$ cat src/shared/drr_regs.svh
// Register offsets, field positions, reset values and bus widths of the DMA request router.
// Assumes a byte-addressed plain register port and one 200 MHz clock.
//
// Overview of operation
// - Writing one to bit 23 clears channel-1 machine.
// - Writing zero there changes no state.
// - Clear bit always reads back as zero.
// - Bits 22 to 20 read zero, ignore writes.
// - Bits 19 to 16 pick channel-1 requester.
// - Register maps requesters onto four channels independently; the router stores all four selectors but routes only channel 1.
// - Selector also steers acknowledge and done back.
// - Selector value n picks request input n.
`ifndef DRR_REGS_SVH
`define DRR_REGS_SVH

`define DRR_ADDR_W      8
`define DRR_DATA_W      32
`define DRR_NUM_REQ     16
`define DRR_NUM_CHAN    4
`define DRR_SEL_W       4

`define DRR_ROUTE_OFS   8'h00
`define DRR_STAT_OFS    8'h04

`define DRR_ROUTE_RST   32'h0000_0000
`define DRR_SEL_RST     4'h0

`define DRR_CH1_CLR_BIT 23
`define DRR_CH1_RSV_HI  22
`define DRR_CH1_RSV_LO  20
`define DRR_CH1_SEL_HI  19
`define DRR_CH1_SEL_LO  16
`define DRR_CHAN_LANE_W 8

`define DRR_STAT_STATE_LO 0
`define DRR_STAT_REQ_BIT  2

`endif

$ cat src/shared/drr_pkg.sv
// Types shared by the DMA request router and its channel state machine.
// Assumes drr_regs.svh supplies the widths.
`include "drr_regs.svh"

package drr_pkg;

    typedef enum logic [1:0]
    {
        DRR_IDLE = 2'b00,
        DRR_PEND = 2'b01,
        DRR_BUSY = 2'b10
    } drr_state_t;

    typedef logic [`DRR_SEL_W-1:0] drr_sel_t;

    // Completion handshake from the channel-1 engine.
    typedef struct packed
    {
        logic ack;
        logic done;
    } drr_eng_rsp_t;

    // Completion handshake steered back to the selected requester, one bit per requester.
    typedef struct packed
    {
        logic [`DRR_NUM_REQ-1:0] ack;
        logic [`DRR_NUM_REQ-1:0] done;
    } drr_per_rsp_t;

endpackage

$ cat src/rtl/drr_chan_fsm.sv
// Request handling state machine of one DMA channel.
// Assumes the engine answers a raised request with one ack pulse, then one done pulse.
module drr_chan_fsm
(
    // Clock and reset
    input  wire logic                clk,
    input  wire logic                rstn,
    // Control
    input  wire logic                clearFsm,
    input  wire logic                reqIn,
    // Engine side
    input  wire drr_pkg::drr_eng_rsp_t engRsp,
    output logic                     engReq,
    // Status
    output drr_pkg::drr_state_t      state,
    output logic                     ackFire,
    output logic                     doneFire
);
    import drr_pkg::*;

    drr_state_t stateQ;
    drr_state_t stateD;

    always_comb
    begin
        stateD = stateQ;
        unique case (stateQ)
            DRR_IDLE:
            begin
                if (reqIn)
                    stateD = DRR_PEND;
            end
            DRR_PEND:
            begin
                if (engRsp.ack)
                    stateD = DRR_BUSY;
            end
            DRR_BUSY:
            begin
                if (engRsp.done)
                    stateD = DRR_IDLE;
            end
            default:
                stateD = DRR_IDLE;
        endcase
        // A clear overrides every transition, so stale work never survives a reroute.
        if (clearFsm)
            stateD = DRR_IDLE;
    end

    always_ff @(posedge clk or negedge rstn)
    begin
        if (!rstn)
            stateQ <= DRR_IDLE;
        else
            stateQ <= stateD;
    end

    assign state    = stateQ;
    assign engReq   = (stateQ == DRR_PEND) && !clearFsm;
    assign ackFire  = (stateQ == DRR_PEND) && engRsp.ack && !clearFsm;
    assign doneFire = (stateQ == DRR_BUSY) && engRsp.done && !clearFsm;

    a_clear_forces_idle: assert property (@(posedge clk) disable iff (!rstn)
        clearFsm |=> (stateQ == DRR_IDLE))
        else $error("Channel clear did not return the machine to idle.");

    a_busy_waits_done: assert property (@(posedge clk) disable iff (!rstn)
        (stateQ == DRR_BUSY) && !engRsp.done && !clearFsm |=> (stateQ == DRR_BUSY))
        else $error("Busy channel left busy without done or clear.");

endmodule // drr_chan_fsm

$ cat src/rtl/drr_router.sv
// Routes one of sixteen peripheral DMA requests to DMA channel 1 and steers the completion
// handshake back to the chosen requester; holds the shared routing register.
// Assumes a plain register port with read data one cycle after the read strobe.
//
// Design decisions made here: the placing of the registers and the plain strobed port.
`include "drr_regs.svh"

module drr_router
(
    // Clock and reset
    input  wire logic                         clk,
    input  wire logic                         rstn,
    // Register port
    input  wire logic [`DRR_ADDR_W-1:0]       regAddr,
    input  wire logic [`DRR_DATA_W-1:0]       regWdata,
    input  wire logic                         regWr,
    input  wire logic                         regRd,
    output logic      [`DRR_DATA_W-1:0]       regRdata,
    // Peripheral requesters
    input  wire logic [`DRR_NUM_REQ-1:0]      perReq,
    output drr_pkg::drr_per_rsp_t             perRsp,
    // Channel-1 engine
    output logic                              engReq,
    input  wire drr_pkg::drr_eng_rsp_t        engRsp
);
    import drr_pkg::*;

    // One-hot decode of a selector; used for both acknowledge and done steering.
    function automatic logic [`DRR_NUM_REQ-1:0] selDecode(input drr_sel_t sel,
                                                          input logic     fire);
        logic [`DRR_NUM_REQ-1:0] vec;
        vec      = '0;
        vec[sel] = fire;
        return vec;
    endfunction

    // Builds the read image of one channel lane: clear bit and reserved bits read zero.
    function automatic logic [`DRR_CHAN_LANE_W-1:0] laneImage(input drr_sel_t sel);
        return {4'h0, sel};
    endfunction

    logic                    routeWr;
    logic                    statWr;
    logic                    clearCh1;
    drr_sel_t                selQ [`DRR_NUM_CHAN];
    drr_sel_t                ch1Sel;
    logic [`DRR_DATA_W-1:0]  routeImage;
    logic [`DRR_DATA_W-1:0]  statImage;
    logic [`DRR_DATA_W-1:0]  rdataD;
    logic [`DRR_DATA_W-1:0]  regRdataQ;
    logic                    ch1ReqIn;
    logic                    ackFire;
    logic                    doneFire;
    drr_state_t              ch1State;

    assign routeWr  = regWr && (regAddr == `DRR_ROUTE_OFS);
    assign statWr   = regWr && (regAddr == `DRR_STAT_OFS);
    // Only a one in the clear bit acts; a zero leaves the machine alone.
    assign clearCh1 = routeWr && regWdata[`DRR_CH1_CLR_BIT];

    // Selector storage for all four channels; lane c sits at bits (3-c)*8 upward.
    // Only channel 1 is wired to routing here; the others are held for their own routers.
    genvar c;
    generate
        for (c = 0; c < `DRR_NUM_CHAN; c++)
        begin : g_lane
            localparam int LO = (`DRR_NUM_CHAN - 1 - c) * `DRR_CHAN_LANE_W;
            always_ff @(posedge clk or negedge rstn)
            begin
                if (!rstn)
                    selQ[c] <= `DRR_SEL_RST;
                else if (routeWr)
                    selQ[c] <= regWdata[LO +: `DRR_SEL_W];
            end
            assign routeImage[LO +: `DRR_CHAN_LANE_W] = laneImage(selQ[c]);
        end
    endgenerate

    assign ch1Sel   = selQ[1];
    // Request input n reaches the channel when the selector holds n.
    assign ch1ReqIn = perReq[ch1Sel];

    drr_chan_fsm u_ch1
    (
        .clk      (clk),
        .rstn     (rstn),
        .clearFsm (clearCh1),
        .reqIn    (ch1ReqIn),
        .engRsp   (engRsp),
        .engReq   (engReq),
        .state    (ch1State),
        .ackFire  (ackFire),
        .doneFire (doneFire)
    );

    // Completion goes only to the requester the selector names at that moment; a
    // selector rewritten mid-transfer without a clear therefore misdirects it.
    assign perRsp.ack  = selDecode(ch1Sel, ackFire);
    assign perRsp.done = selDecode(ch1Sel, doneFire);

    always_comb
    begin
        statImage = '0;
        statImage[`DRR_STAT_STATE_LO +: 2] = ch1State;
        statImage[`DRR_STAT_REQ_BIT]       = engReq;
    end

    // Status is read-only, so a write to it is dropped like an unmapped one.
    always_comb
    begin
        rdataD = '0;
        if (regRd)
        begin
            unique case (regAddr)
                `DRR_ROUTE_OFS: rdataD = routeImage;
                `DRR_STAT_OFS:  rdataD = statImage;
                default:        rdataD = '0;
            endcase
        end
    end

    // Read data stand for the single cycle after the strobe and read zero otherwise.
    always_ff @(posedge clk or negedge rstn)
    begin
        if (!rstn)
            regRdataQ <= `DRR_ROUTE_RST;
        else
            regRdataQ <= rdataD;
    end

    assign regRdata = regRdataQ;

    a_clear_bit_zero: assert property (@(posedge clk) disable iff (!rstn)
        regRd && (regAddr == `DRR_ROUTE_OFS) |=> (regRdata[`DRR_CH1_CLR_BIT] == 1'b0))
        else $error("Channel-1 clear bit read back as one.");

    a_reserved_reads_zero: assert property (@(posedge clk) disable iff (!rstn)
        (regRdata[`DRR_CH1_RSV_HI:`DRR_CH1_RSV_LO] == 3'h0))
        else $error("Reserved bits 22 to 20 read nonzero.");

    a_sel_readback: assert property (@(posedge clk) disable iff (!rstn)
        routeWr ##1 (regRd && (regAddr == `DRR_ROUTE_OFS) && !regWr)
        |=> (regRdata[`DRR_CH1_SEL_HI:`DRR_CH1_SEL_LO] == $past(regWdata[19:16], 2)))
        else $error("Channel-1 selector did not read back as written.");

    a_other_lane_stored: assert property (@(posedge clk) disable iff (!rstn)
        routeWr |=> (selQ[0] == $past(regWdata[27:24])) && (selQ[3] == $past(regWdata[3:0])))
        else $error("Other channel selectors were not stored independently.");

    a_write_one_clears: assert property (@(posedge clk) disable iff (!rstn)
        (ch1State != DRR_IDLE) && routeWr && regWdata[`DRR_CH1_CLR_BIT]
        |=> (ch1State == DRR_IDLE) && !engReq)
        else $error("Writing one to the clear bit left the channel active.");

    a_write_zero_keeps: assert property (@(posedge clk) disable iff (!rstn)
        (ch1State == DRR_PEND) && routeWr && !regWdata[`DRR_CH1_CLR_BIT] && !engRsp.ack
        |=> (ch1State == DRR_PEND))
        else $error("Writing zero to the clear bit disturbed the channel.");

    a_route_request: assert property (@(posedge clk) disable iff (!rstn)
        (ch1State == DRR_IDLE) && perReq[ch1Sel] && !clearCh1
        |=> (ch1State == DRR_PEND) && (engReq == !clearCh1))
        else $error("Selected request input did not reach channel 1.");

    a_ack_to_selected: assert property (@(posedge clk) disable iff (!rstn)
        (perRsp.ack != '0) || (perRsp.done != '0)
        |-> ((perRsp.ack | perRsp.done) == (16'h0001 << ch1Sel)))
        else $error("Completion went to a requester other than the selected one.");

    a_clear_drops_hs: assert property (@(posedge clk) disable iff (!rstn)
        clearCh1 |-> (perRsp.ack == '0) && (perRsp.done == '0) && !engReq)
        else $error("Handshake leaked in the cycle of a channel clear.");

    a_rdata_one_cycle: assert property (@(posedge clk) disable iff (!rstn)
        !$past(regRd) |-> (regRdata == '0))
        else $error("Read data stood outside the cycle after a read.");

endmodule // drr_router

$ cat config.mk
export PLATFORM = sky130hd
export DESIGN_NAME = drr_router
export DESIGN_NICKNAME = d
export VERILOG_FILES = /design/src/shared/drr_pkg.sv /design/src/rtl/drr_chan_fsm.sv /design/src/rtl/drr_router.sv
export VERILOG_INCLUDE_DIRS = /design/src /design/src/shared
export SDC_FILE = /design/constraint.sdc
export NUM_CORES = 1
export LEC_CHECK = 0
export BUFFER_PORTS_ARGS = -buffer_cell sky130_fd_sc_hd__buf_2
export CAP_MARGIN = 40
export CORE_ASPECT_RATIO = 1.1
export CORE_MARGIN = 2
export CORE_UTILIZATION = 37
export DETAILED_ROUTE_END_ITERATION = 8
export GPL_TIMING_DRIVEN = 0
export PLACE_DENSITY_LB_ADDON = 0.2
export SLEW_MARGIN = 20
export SYNTH_ARGS = -nofsm -noshare
export SYNTH_HDL_FRONTEND = slang
export SYNTH_SLANG_ARGS = --single-unit
export TNS_END_PERCENT = 100
$ cat constraint.sdc
create_clock -name clk -period 1.2 [get_ports clk]
set_input_delay 0.18 -clock clk [delete_from_list [all_inputs] [get_ports clk]]
set_output_delay 0.18 -clock clk [all_outputs]
set_load 0.05 [all_outputs]
# --- Yosys cells after proc, flatten, opt, wreduce, memory -nomap -nowiden ---
# Index checks and enable logic that the tools add are counted.
totals:
  regBits: 50
  latch_bits: 0
  mem_bits_rw: 0
  romBits: 0
  inputBits: 62
  output_inout_bits: 65
  elab_cells: 39
  n_memories: 0
op_classes:
  addsub: 0
  mul: 0
  div: 0
  magnitude_cmp: 2
  n_eq_ne: 6
  n_shift: 0
  muxes: 11
  bitwise: 2
  n_reduce_logical: 12
op_table:
  columns: ["cell", "count"]
  rows:
  - ["$pmux 28 s2", 1]
  - ["$and 16x16->16", 2]
  - ["$mux 32", 1]
  - ["$ne 3x2->1 const B", 3]
  - ["$eq 8x3->1 const B", 1]
  - ["$logic_and 1x1->1", 8]
  - ["$logic_not 8->1", 1]
  - ["$mux 2", 4]
  - ["$pmux 2 s3", 1]
  - ["$lt 4x5->1 const B", 1]
  - ["$bmux 1 s4", 1]
  - ["$demux 1 s4", 1]
  - ["$ge 4x1->1 const B", 1]
  - ["$reduce_and 3->1", 1]
  - ["$eq 2x1->1 const B", 1]
  - ["$eq 2x2->1 const B", 1]
  - ["$logic_not 2->1", 1]
  - ["$mux 1", 2]
  - ["$logic_not 1->1", 1]

# --- Logic depth before layout (Yosys ltp) ---
# Gate-level depths: netlist (run 1).
logic_depth:
  ltp_word: 7
  depth_mapped: 6
  depth_no_buf: 4

# --- Cells and area by module ---
# From an unflattened synthesis (run 1), not the netlist that was laid out.
hier_totals:
  cells_unflattened: 164
  area_unflattened_um2: 1808.0
by_module_without_submodules:
  columns: ["module", "instances", "cells_each", "area_per_inst_um2", "seq_area_each_um2"]
  rows:
  - ["drr_router", 1, 154, 1699.1, 800.8]
  - ["drr_chan_fsm", 1, 10, 108.9, 50.0]

# --- Least setup slack after synthesis (run 1) ---
# OpenSTA, ideal clock, no wires.
synth_path:
  path_type: "register to output"
  start: "reg u_ch1.stateQ[0], in the netlist u_ch1.state[0]"
  end: "out perRsp[20] (netlist bit)"
  arrival_ns: 2.375
  t_required_ns: 1.020
  slack_ns: -1.355
  stages_incl_launch_ff: 4
  path_buffers: 0
  cell_sequence: "dfrtp_1 > nor2b_1 > nand3b_1 > nor4_1"
synth_lines:
  columns: ["item", "line", "source"]
  rows:
  - ["start, declared", "drr_chan_fsm.sv:21", "drr_state_t stateQ;"]
  - ["start signal, assigned", "drr_chan_fsm.sv:56", "stateQ <= stateD;"]
  - ["end, declared", "drr_router.sv:21", "output drr_pkg::drr_per_rsp_t perRsp,"]

==> impl_metrics.ini, run 1 <==
[global_route]
grt_first_pass_wirelength_mm = 8.85
grt-ovfl-total = 0
grt_usage = 0.206
antenna_found_initial = 0
grt_pass1_vias = 1854
grt_max_degree = 35

[critical_path]
rr_startpoint = ch1Sel[2]
rr_endpoint = u_ch1.state[0]
crit_chain = nor2b_4, nand3b_1, buf_12, nor4_4, buf_6
cp_top_family = simple AND/OR/NAND/NOR gates
endpoint_kind = output port
critPathLaunchType = flip-flop
critical_path_depth = 5
path_max_fanout = 8
cp.arrival_ns = 1.63
rrSetupSlack_ns = -0.29
worst-path-buf-inv = 2
cpMaxStageDelayCell = dfrtp_2
worstSetupPathType = reg2out
reg2regPathDepth = 7
required_ns = 1.02
max_stage_delay_ns = 0.44
crit_path_start = u_ch1.state[0]
endpoint = perRsp[20]

[floorplanning]
start_util = 0.387
row_count = 26
dieHeight_um = 77.4
die_w_um = 70.8
fp.coreArea_mm2 = 0.00468
ioPinCount = 127
dieArea_mm2 = 0.00548

[timing]
hold_viol_final = 0
fin_hold_ws_ns = 0.129
slew_viol_final = 0
max_slew.worst_pin.slew_ns = 0.732
setup_slack_ns = -0.606
fin_skew_ns = 0.00362
relSlewSlack = 0.512
setup_viol = 49
max_freq_ghz = 0.554
post-route-min-period_ns = 1.81
fin_crit_sh = 1.51
grt_setup_unrepaired = yes

[logic_synthesis]
yosysWarnings = 0
yosysUniqueCellTypes = 33
synth_cells = 169
synth_area_mm2 = 0.00181
syn-mean-instance-area_um2 = 10.7
synth_edf_count = 0
synthArstFlopShare = 1.00
ys_seq_area_frac = 0.469
synth_flop_cell = dfrtp_1
synth-seq-cells = 34

[detailed_routing]
firstDrtPassIters = 4
drcViolationCount = 0
wl_mm = 6.22
wire_per_inst_um = 17.0
vias = 1808
drt_iter0_markers = 44
routed_via_density = 4.94
drtAntennaViolNets = 0

[clocking]
numCtsBuffers = 5
clock_path_buffers = 2
cts_num_sinks = 34
clock_latency_ns = 0.28
htreeDepth = 2
cts-root-buf = clkbuf_8
clkTransAtPathRegs_ns = 0.07
cts_tree = yes

[outcome]
failed_checks = negative setup slack
run_status = finished with violations

[placement]
hpwl_mm = 3.63
portBuffers = 95
dp_slack_ns = -0.868
place_congestion = 0.733

[layout]
diodes = 0
mostFrequentLayoutCells = buf_2, buf_4, buf_6, dfrtp_1, conb_1
layout.nets = 373
fill_cells = 302
syn_to_final_growth_pct = 98.8
drive_above_1_share = 0.742
mostFrequentLayoutCell = buf_2
finish.utilization = 0.770

[power_and_ir_drop]
ir_worst_vdd_v = 0.000610
powerDensity_mw_per_mm2 = 994
p_total_uw = 3580
p_leak_uw = 0.00176

[worst_hold_path]
hold_path_class = in2reg

[run]
maxCapViolations = 0
-- registers in the layout (all words and copies together) (netlist names) --
| name | flops |
|---|---|
| regRdata | 16 |
| ch1Sel | 4 |
| routeImage | 12 |
| u_ch1.state | 2 |
-- where the power goes --
part	switching [uW]	internal, uW	leakage (uW)	total (uW)
sequential	75.0	1210	0.000459	1290
clock	381	442	0.0000431	823
combinational	851	622	0.00126	1470
-- synthesized netlist by cell type (all sizes together) (2+ instances only) --
library cell,n,area share
o21ai,2,0.0055
mux2,15,0.11
mux2i,4,0.022
nor4,6,0.032
and2,14,0.048
nand3b,2,0.0083
nor2b,2,0.0069
mux4,2,0.025
nand4,2,0.0069
nor2,21,0.043
a21oi,4,0.011
a22o,3,0.014
nand2,5,0.010
nor3,13,0.036
buf,22,0.096
dfrtp,34,0.47
a211oi,2,0.0083
nand3,6,0.017
and3,2,0.0076
clkbuf,2,0.0048
nand2b,2,0.0069
-- through the flow --
stage | area, um^2 | setup TNS [ns] | cells
after global routing | 3610 | -21.41 | 366
after CTS | 3380 | -18.86 | 357
after floorplan | 2170 | -19.18 | 184
after global placement | 2720 | -32.52 | 335
after detailed placement | 2720 | -33.24 | 335
final | 3610 | -18.84 | 366
-- cell families (layout without fill, tap and decap cells) --
kind of cell,count (synthesis),count (layout),synth area share
multiplexers,21,21,0.154
other,1,16,0.00207
AND/OR/NAND/NOR,75,75,0.223
flip-flops,34,34,0.469
AO/OA/AOI/OAI,13,13,0.0483
buffers and inverters,25,151,0.103
-- layer usage --
metal	vias to the layer above	GRT usage	routed length, um
met5	-	0	0
met1	867	0.243	2290
li1	838	-	-
met3	19	0.0532	482
met2	84	0.358	3270
met4	0	0.0792	181
-- how the worst min path moves through the flow --
stage / from / endpoint / slack [ns] / depth (start not counted)
after floorplan: rstn / ch1Sel[0] / -0.12 / 0
after CTS: regWdata[23] / u_ch1.state[1] / 0.11 / 2
after detailed placement: rstn / routeImage[3] / 0.28 / 1
after global placement: rstn / regRdata[3] / 0.27 / 1
final: regWdata[2] / routeImage[2] / 0.13 / 2
after global routing: regWdata[11] / routeImage[11] / 0.12 / 2
-- area by class of cell --
| cell class | instances | area (um^2) | area share |
|---|---|---|---|
| Multi-Input combinational cell | 125 | 1360 | 0.376 |
| Tap cell | 56 | 70.1 | 0.0194 |
| Inverter | 1 | 7.51 | 0.00208 |
| Clock buffer | 6 | 82.6 | 0.0229 |
| Sequential cell | 34 | 857 | 0.238 |
| Buffer | 23 | 238 | 0.0659 |
| Timing Repair Buffer | 121 | 996 | 0.276 |
-- repair_timing --
action	CTS	global route
gates resized for setup	112	33
pin swaps	18	15
hold buffers	1	0
endpoints found under the hold margin	34	0
buffers inserted	15	10
gates cloned	0	0
endpoints found under the setup margin	41	62
(Power assumes the default switching activity.)
==> run 2, diff against run 1 <==
--- a/config.mk
+++ b/config.mk
@@ -14,6 +14,7 @@
 export DETAILED_ROUTE_END_ITERATION = 8
 export GPL_TIMING_DRIVEN = 0
 export PLACE_DENSITY_LB_ADDON = 0.2
+export REMOVE_ABC_BUFFERS = 1
 export SLEW_MARGIN = 20
 export SYNTH_ARGS = -nofsm -noshare
 export SYNTH_HDL_FRONTEND = slang
==> run 2 against run 1 <==
Effect of this change: the run still ends with negative setup slack left; critical path type unchanged; combinational power shrank 11%; die area is the same; register-to-register slack lost 0.04 ns; critical path depth is the same.
==> impl_metrics.ini, run 2 (synthesis results as in run 1) <==
[outcome]
run_status = finished with violations
failed_checks = negative setup slack

[timing]
grt_setup_unrepaired = yes
hold_viol_final = 0
post-route-min-period_ns = 1.81
relSlewSlack = 0.497
max_slew.worst_pin.slew_ns = 0.755
max_freq_ghz = 0.552
slew_viol_final = 0
setup_viol = 50
fin_crit_sh = 1.51
fin_skew_ns = 0.00286
setup_slack_ns = -0.612

[layout]
syn_to_final_growth_pct = 71.9
postLayoutCellArea_mm2 = 0.00312
drive_above_1_share = 0.670
layout.nets = 352
largest_reg_flops = 16
layout.cells.non_filler = 347
regArea_um2 = 858
fill_cells = 359
diodes = 0
finish.utilization = 0.666
mostFrequentLayoutCell = buf_2
mostFrequentLayoutCells = buf_2, buf_4, dfrtp_1, buf_6, conb_1
multi_input_area_mm2 = 0.00114

[placement]
dp_cells = 312
hpwl_mm = 3.23
dpl_cell_area_mm2 = 0.00226
place_congestion = 0.769
portBuffers = 95
dp_slack_ns = -0.633

[worst_hold_path]
hold_path_class = in2reg

[floorplanning]
start_util = 0.387
row_count = 26
fp.coreArea_mm2 = 0.00468
die_w_um = 70.8
dieHeight_um = 77.4
ioPinCount = 127
dieArea_mm2 = 0.00548

[detailed_routing]
firstDrtPassIters = 6
routed_via_density = 5.01
drtAntennaViolNets = 0
wl_mm = 5.58
vias = 1738
drcViolationCount = 0
drt_iter0_markers = 51
wire_per_inst_um = 16.1

[power_and_ir_drop]
p_total_uw = 3450
ir_worst_vdd_v = 0.000595
p_leak_uw = 0.00148
powerDensity_mw_per_mm2 = 1110

[critical_path]
endpoint_kind = output port
cp.arrival_ns = 1.63
critPathLaunchType = flip-flop
path_max_fanout = 7
required_ns = 1.02
worstSetupPathType = reg2out

[global_route]
grt_busiest_layer = met2
antenna_found_initial = 0
use_met3 = 0.0364
use_met1 = 0.191
grt-ovfl-total = 0
grt_first_pass_wirelength_mm = 8.07
grt_use_met2 = 0.348
grt_pass1_vias = 1762
grt_usage = 0.183
grt_max_degree = 35

[clocking]
numCtsBuffers = 5
clkTransAtPathRegs_ns = 0.06
clock_path_buffers = 2
cts_num_sinks = 34
cts-root-buf = clkbuf_8
cts_tree = yes
clock_latency_ns = 0.28
htreeDepth = 2

[run]
maxCapViolations = 0
run 2: cell count changes in the layout (fill, tap and decap cells not counted), sizes merged:
cell / change
buf: -21
clkinv: +1
clkinvlp: -1
inv: +1
nand2: +1
run 2: final timing paths:
check / startpoint / to / slack (ns) / cells after the start
min in group asynchronous: rstn / regRdata[8] / 0.51 / 2
worst min-delay path: regWdata[17] / ch1Sel[1] / 0.11 / 3
max in group asynchronous: rstn / ch1Sel[2] / 0.17 / 2
worst max-delay path: ch1Sel[3] / perRsp[15] / -0.61 / 5
worst max register to register: ch1Sel[1] / u_ch1.state[0] / -0.33 / 4
worst min register to register: routeImage[9] / regRdata[9] / 0.48 / 1
run 2: area by class of cell:
| type | instances | share of cell area |
|---|---|---|
| well taps | 56 | 0.0225 |
| clock buffers | 7 | 0.0277 |
| repair buffers | 122 | 0.306 |
| clock inverters | 1 | 0.00160 |
| flip-flops and latches | 34 | 0.275 |
| inverters | 1 | 0.00120 |
| multi-input cells | 126 | 0.365 |
run 2: routing by layer:
layer,vias to the layer above,part of all wire
li1,799,-
met1,825,0.37
met2,97,0.53
met3,17,0.066
met4,0,0.030
met5,-,0
run 2: critical path, cell delays in order (launching register included):
cell and delay, ns:
dfrtp_2 0.43, nor2b_2 0.24, nand3_4 0.15, buf_4 0.17, nor3_2 0.17, buf_6 0.19
run 2: report_power, final:
group	internal (uW)	total (uW)	switching, uW
Sequential	1210	1290	78.8
Combinational	579	1310	735
Clock	462	849	386
Total	2250	3450	1200
run 2: timing repair:
| action | CTS | global route |
|---|---|---|
| endpoints found under the setup margin | 49 | 50 |
| pin swaps | 13 | 9 |
| cloned | 1 | 0 |
| hold buffers | 1 | 0 |
| endpoints found under the hold margin | 34 | 0 |
| buffers inserted | 19 | 8 |
| resized for setup | 96 | 43 |
run 2: per-stage QoR:
stage	TNS (ns)	hold WS, ns
after CTS	-16.90	0.101
after global placement	-35.47	0.285
final	-18.44	0.109
after detailed placement	-29.69	0.290
after global routing	-21.45	0.121
after floorplan	-34.56	-0.116
==> run 3, diff against run 2 <==
--- a/config.mk
+++ b/config.mk
@@ -10,7 +10,8 @@
 export CAP_MARGIN = 40
 export CORE_ASPECT_RATIO = 1.1
 export CORE_MARGIN = 2
-export CORE_UTILIZATION = 37
+export CORE_UTILIZATION = 38
+export CTS_BUF_LIST = sky130_fd_sc_hd__clkbuf_4
 export DETAILED_ROUTE_END_ITERATION = 8
 export GPL_TIMING_DRIVEN = 0
 export PLACE_DENSITY_LB_ADDON = 0.2
==> run 3 against run 2 <==
Effect of this change: the flow still finishes with violations (negative setup slack); die area down 2.5%; core utilization up 1.7 points; hold slack got worse by 0.050 ns; global-route usage is 0.79 points higher.
==> impl_metrics.ini, run 3 (synthesis results as in run 1) <==
[detailed_routing]
vias = 1726
drtAntennaViolNets = 0
wl_mm = 5.64
drcViolationCount = 0
wire_per_inst_um = 16.0
drt_iter0_markers = 58
firstDrtPassIters = 4
routed_via_density = 4.90

[critical_path]
rr_startpoint = ch1Sel[1]
crit_chain = nor2_2, nand3_4, nor3_1, buf_4
cpMaxStageDelayCell = dfrtp_2
worstSetupPathType = reg2out
worst-path-buf-inv = 1
reg2regPathDepth = 4
endpoint_kind = output port
cp_top_family = simple AND/OR/NAND/NOR gates
critPathLaunchType = flip-flop
path_max_fanout = 8
rrSetupSlack_ns = -0.46
required_ns = 1.02
critical_path_depth = 4
rr_endpoint = u_ch1.state[0]
crit_path_start = ch1Sel[3]
max_stage_delay_ns = 0.47
endpoint = perRsp[6]
cp.arrival_ns = 1.65

[clocking]
cts_num_sinks = 34
clkTransAtPathRegs_ns = 0.10
htreeDepth = 2
clock_path_buffers = 2
cts-root-buf = clkbuf_4
numCtsBuffers = 5
cts_tree = yes
clock_latency_ns = 0.32

[timing]
max_slew.worst_pin.slew_ns = 0.743
relSlewSlack = 0.504
slew_viol_final = 0
setup_viol = 51
grt_setup_unrepaired = yes
hold_viol_final = 0
max_freq_ghz = 0.546
setup_slack_ns = -0.632
fin_skew_ns = 0.000936
post-route-min-period_ns = 1.83
fin_crit_sh = 1.53

[power_and_ir_drop]
ir_worst_vdd_v = 0.000807
p_seq_frac = 0.404
comb_power_share = 0.411
p_int_uw = 2040
p_clk_frac = 0.186
powerDensity_mw_per_mm2 = 1020
swShare = 0.368
p_leak_uw = 0.00149
power.switching_uw = 1190

[layout]
layout.nets = 357
mostFrequentLayoutCell = buf_2
largest_reg_flops = 16
diodes = 0
mostFrequentLayoutCells = buf_2, buf_6, buf_4, dfrtp_1, conb_1
syn_to_final_growth_pct = 73.9
finish.utilization = 0.683
drive_above_1_share = 0.679

[run]
maxCapViolations = 0

[worst_hold_path]
hold_path_class = in2reg
worstHoldPathCells = 3

[floorplanning]
dieArea_mm2 = 0.00534
die_w_um = 69.9
row_count = 26
dieHeight_um = 76.5
ioPinCount = 127
start_util = 0.393
fp.coreArea_mm2 = 0.00462

[placement]
portBuffers = 95
hpwl_mm = 3.18
dp_slack_ns = -0.654
place_congestion = 0.739

[global_route]
grt_usage = 0.191
grt_pass1_vias = 1692
grt-ovfl-total = 0
grt_max_degree = 35
antenna_found_initial = 0
grt_first_pass_wirelength_mm = 8.16

[outcome]
failed_checks = negative setup slack
run_status = finished with violations
==> run 3: cell types whose count changed in the layout (fill, tap and decap cells not counted), moves of 2 or more <==
cell	change
buf_6	+5
clkbuf_4	+6
clkbuf_8	-6
mux2_4	+2
nor3_1	-3
nor3_2	+2
mux2_2	-2
==> run 3: what timing repair did <==
item | in CTS | in global routing
gates resized for setup | 91 | 62
cloned | 1 | 0
endpoints found under the hold margin | 34 | 0
hold buffers | 1 | 0
buffers inserted | 16 | 15
pin swaps | 9 | 11
endpoints found under the setup margin | 49 | 51
==> run 3: routing by layer <==
metal | vias to the layer above | GRT usage | share of wire
li1 | 814 | - | -
met1 | 820 | 0.215 | 0.38
met2 | 84 | 0.352 | 0.54
met3 | 8 | 0.0384 | 0.066
met4 | 0 | 0.0654 | 0.014
met5 | - | 0 | 0
==> run 3: area by class of cell <==
type / count / area, um^2
Clock buffer: 6 / 45.0
Clock inverter: 2 / 8.76
Fill cell: 337 / 1470
Inverter: 1 / 3.75
Multi-Input combinational cell: 125 / 1160
Sequential cell: 34 / 858
Tap cell: 56 / 70.1
Timing Repair Buffer: 128 / 1000
==> run 3: power groups by stage <==
stage	clock network, uW	logic, uW	registers [uW]
after floorplan	0	500	1290
after global placement	0	696	1310
after detailed placement	0	703	1320
after CTS	632	1040	1300
after global routing	684	1400	1320
final	600	1330	1300
==> run 3: worst min path at each step <==
stage / from / end / slack [ns]
after global routing: regWdata[17] / ch1Sel[1] / 0.06
final: regWdata[17] / ch1Sel[1] / 0.06
after detailed placement: rstn / regRdata[24] / 0.29
after floorplan: rstn / ch1Sel[0] / -0.12
after global placement: rstn / regRdata[26] / 0.29
after CTS: regWdata[24] / routeImage[24] / 0.06
==> run 3: tightest hold or removal path, stage by stage <==
cell and delay (ns):
buf_2 0.07, nand2_1 0.05, o21ai_2 0.05
==> run 3: stage by stage <==
step | TNS (ns) | std cells | area [um^2] | total power, uW | hold slack (ns)
after floorplan | -34.56 | 160 | 1690 | 1790 | -0.116
after global placement | -35.77 | 311 | 2230 | 2010 | 0.288
after detailed placement | -31.44 | 312 | 2250 | 2020 | 0.288
after CTS | -20.20 | 338 | 2760 | 2970 | 0.0601
after global routing | -24.86 | 352 | 3150 | 3400 | 0.0557
final | -21.32 | 352 | 3150 | 3230 | 0.0594
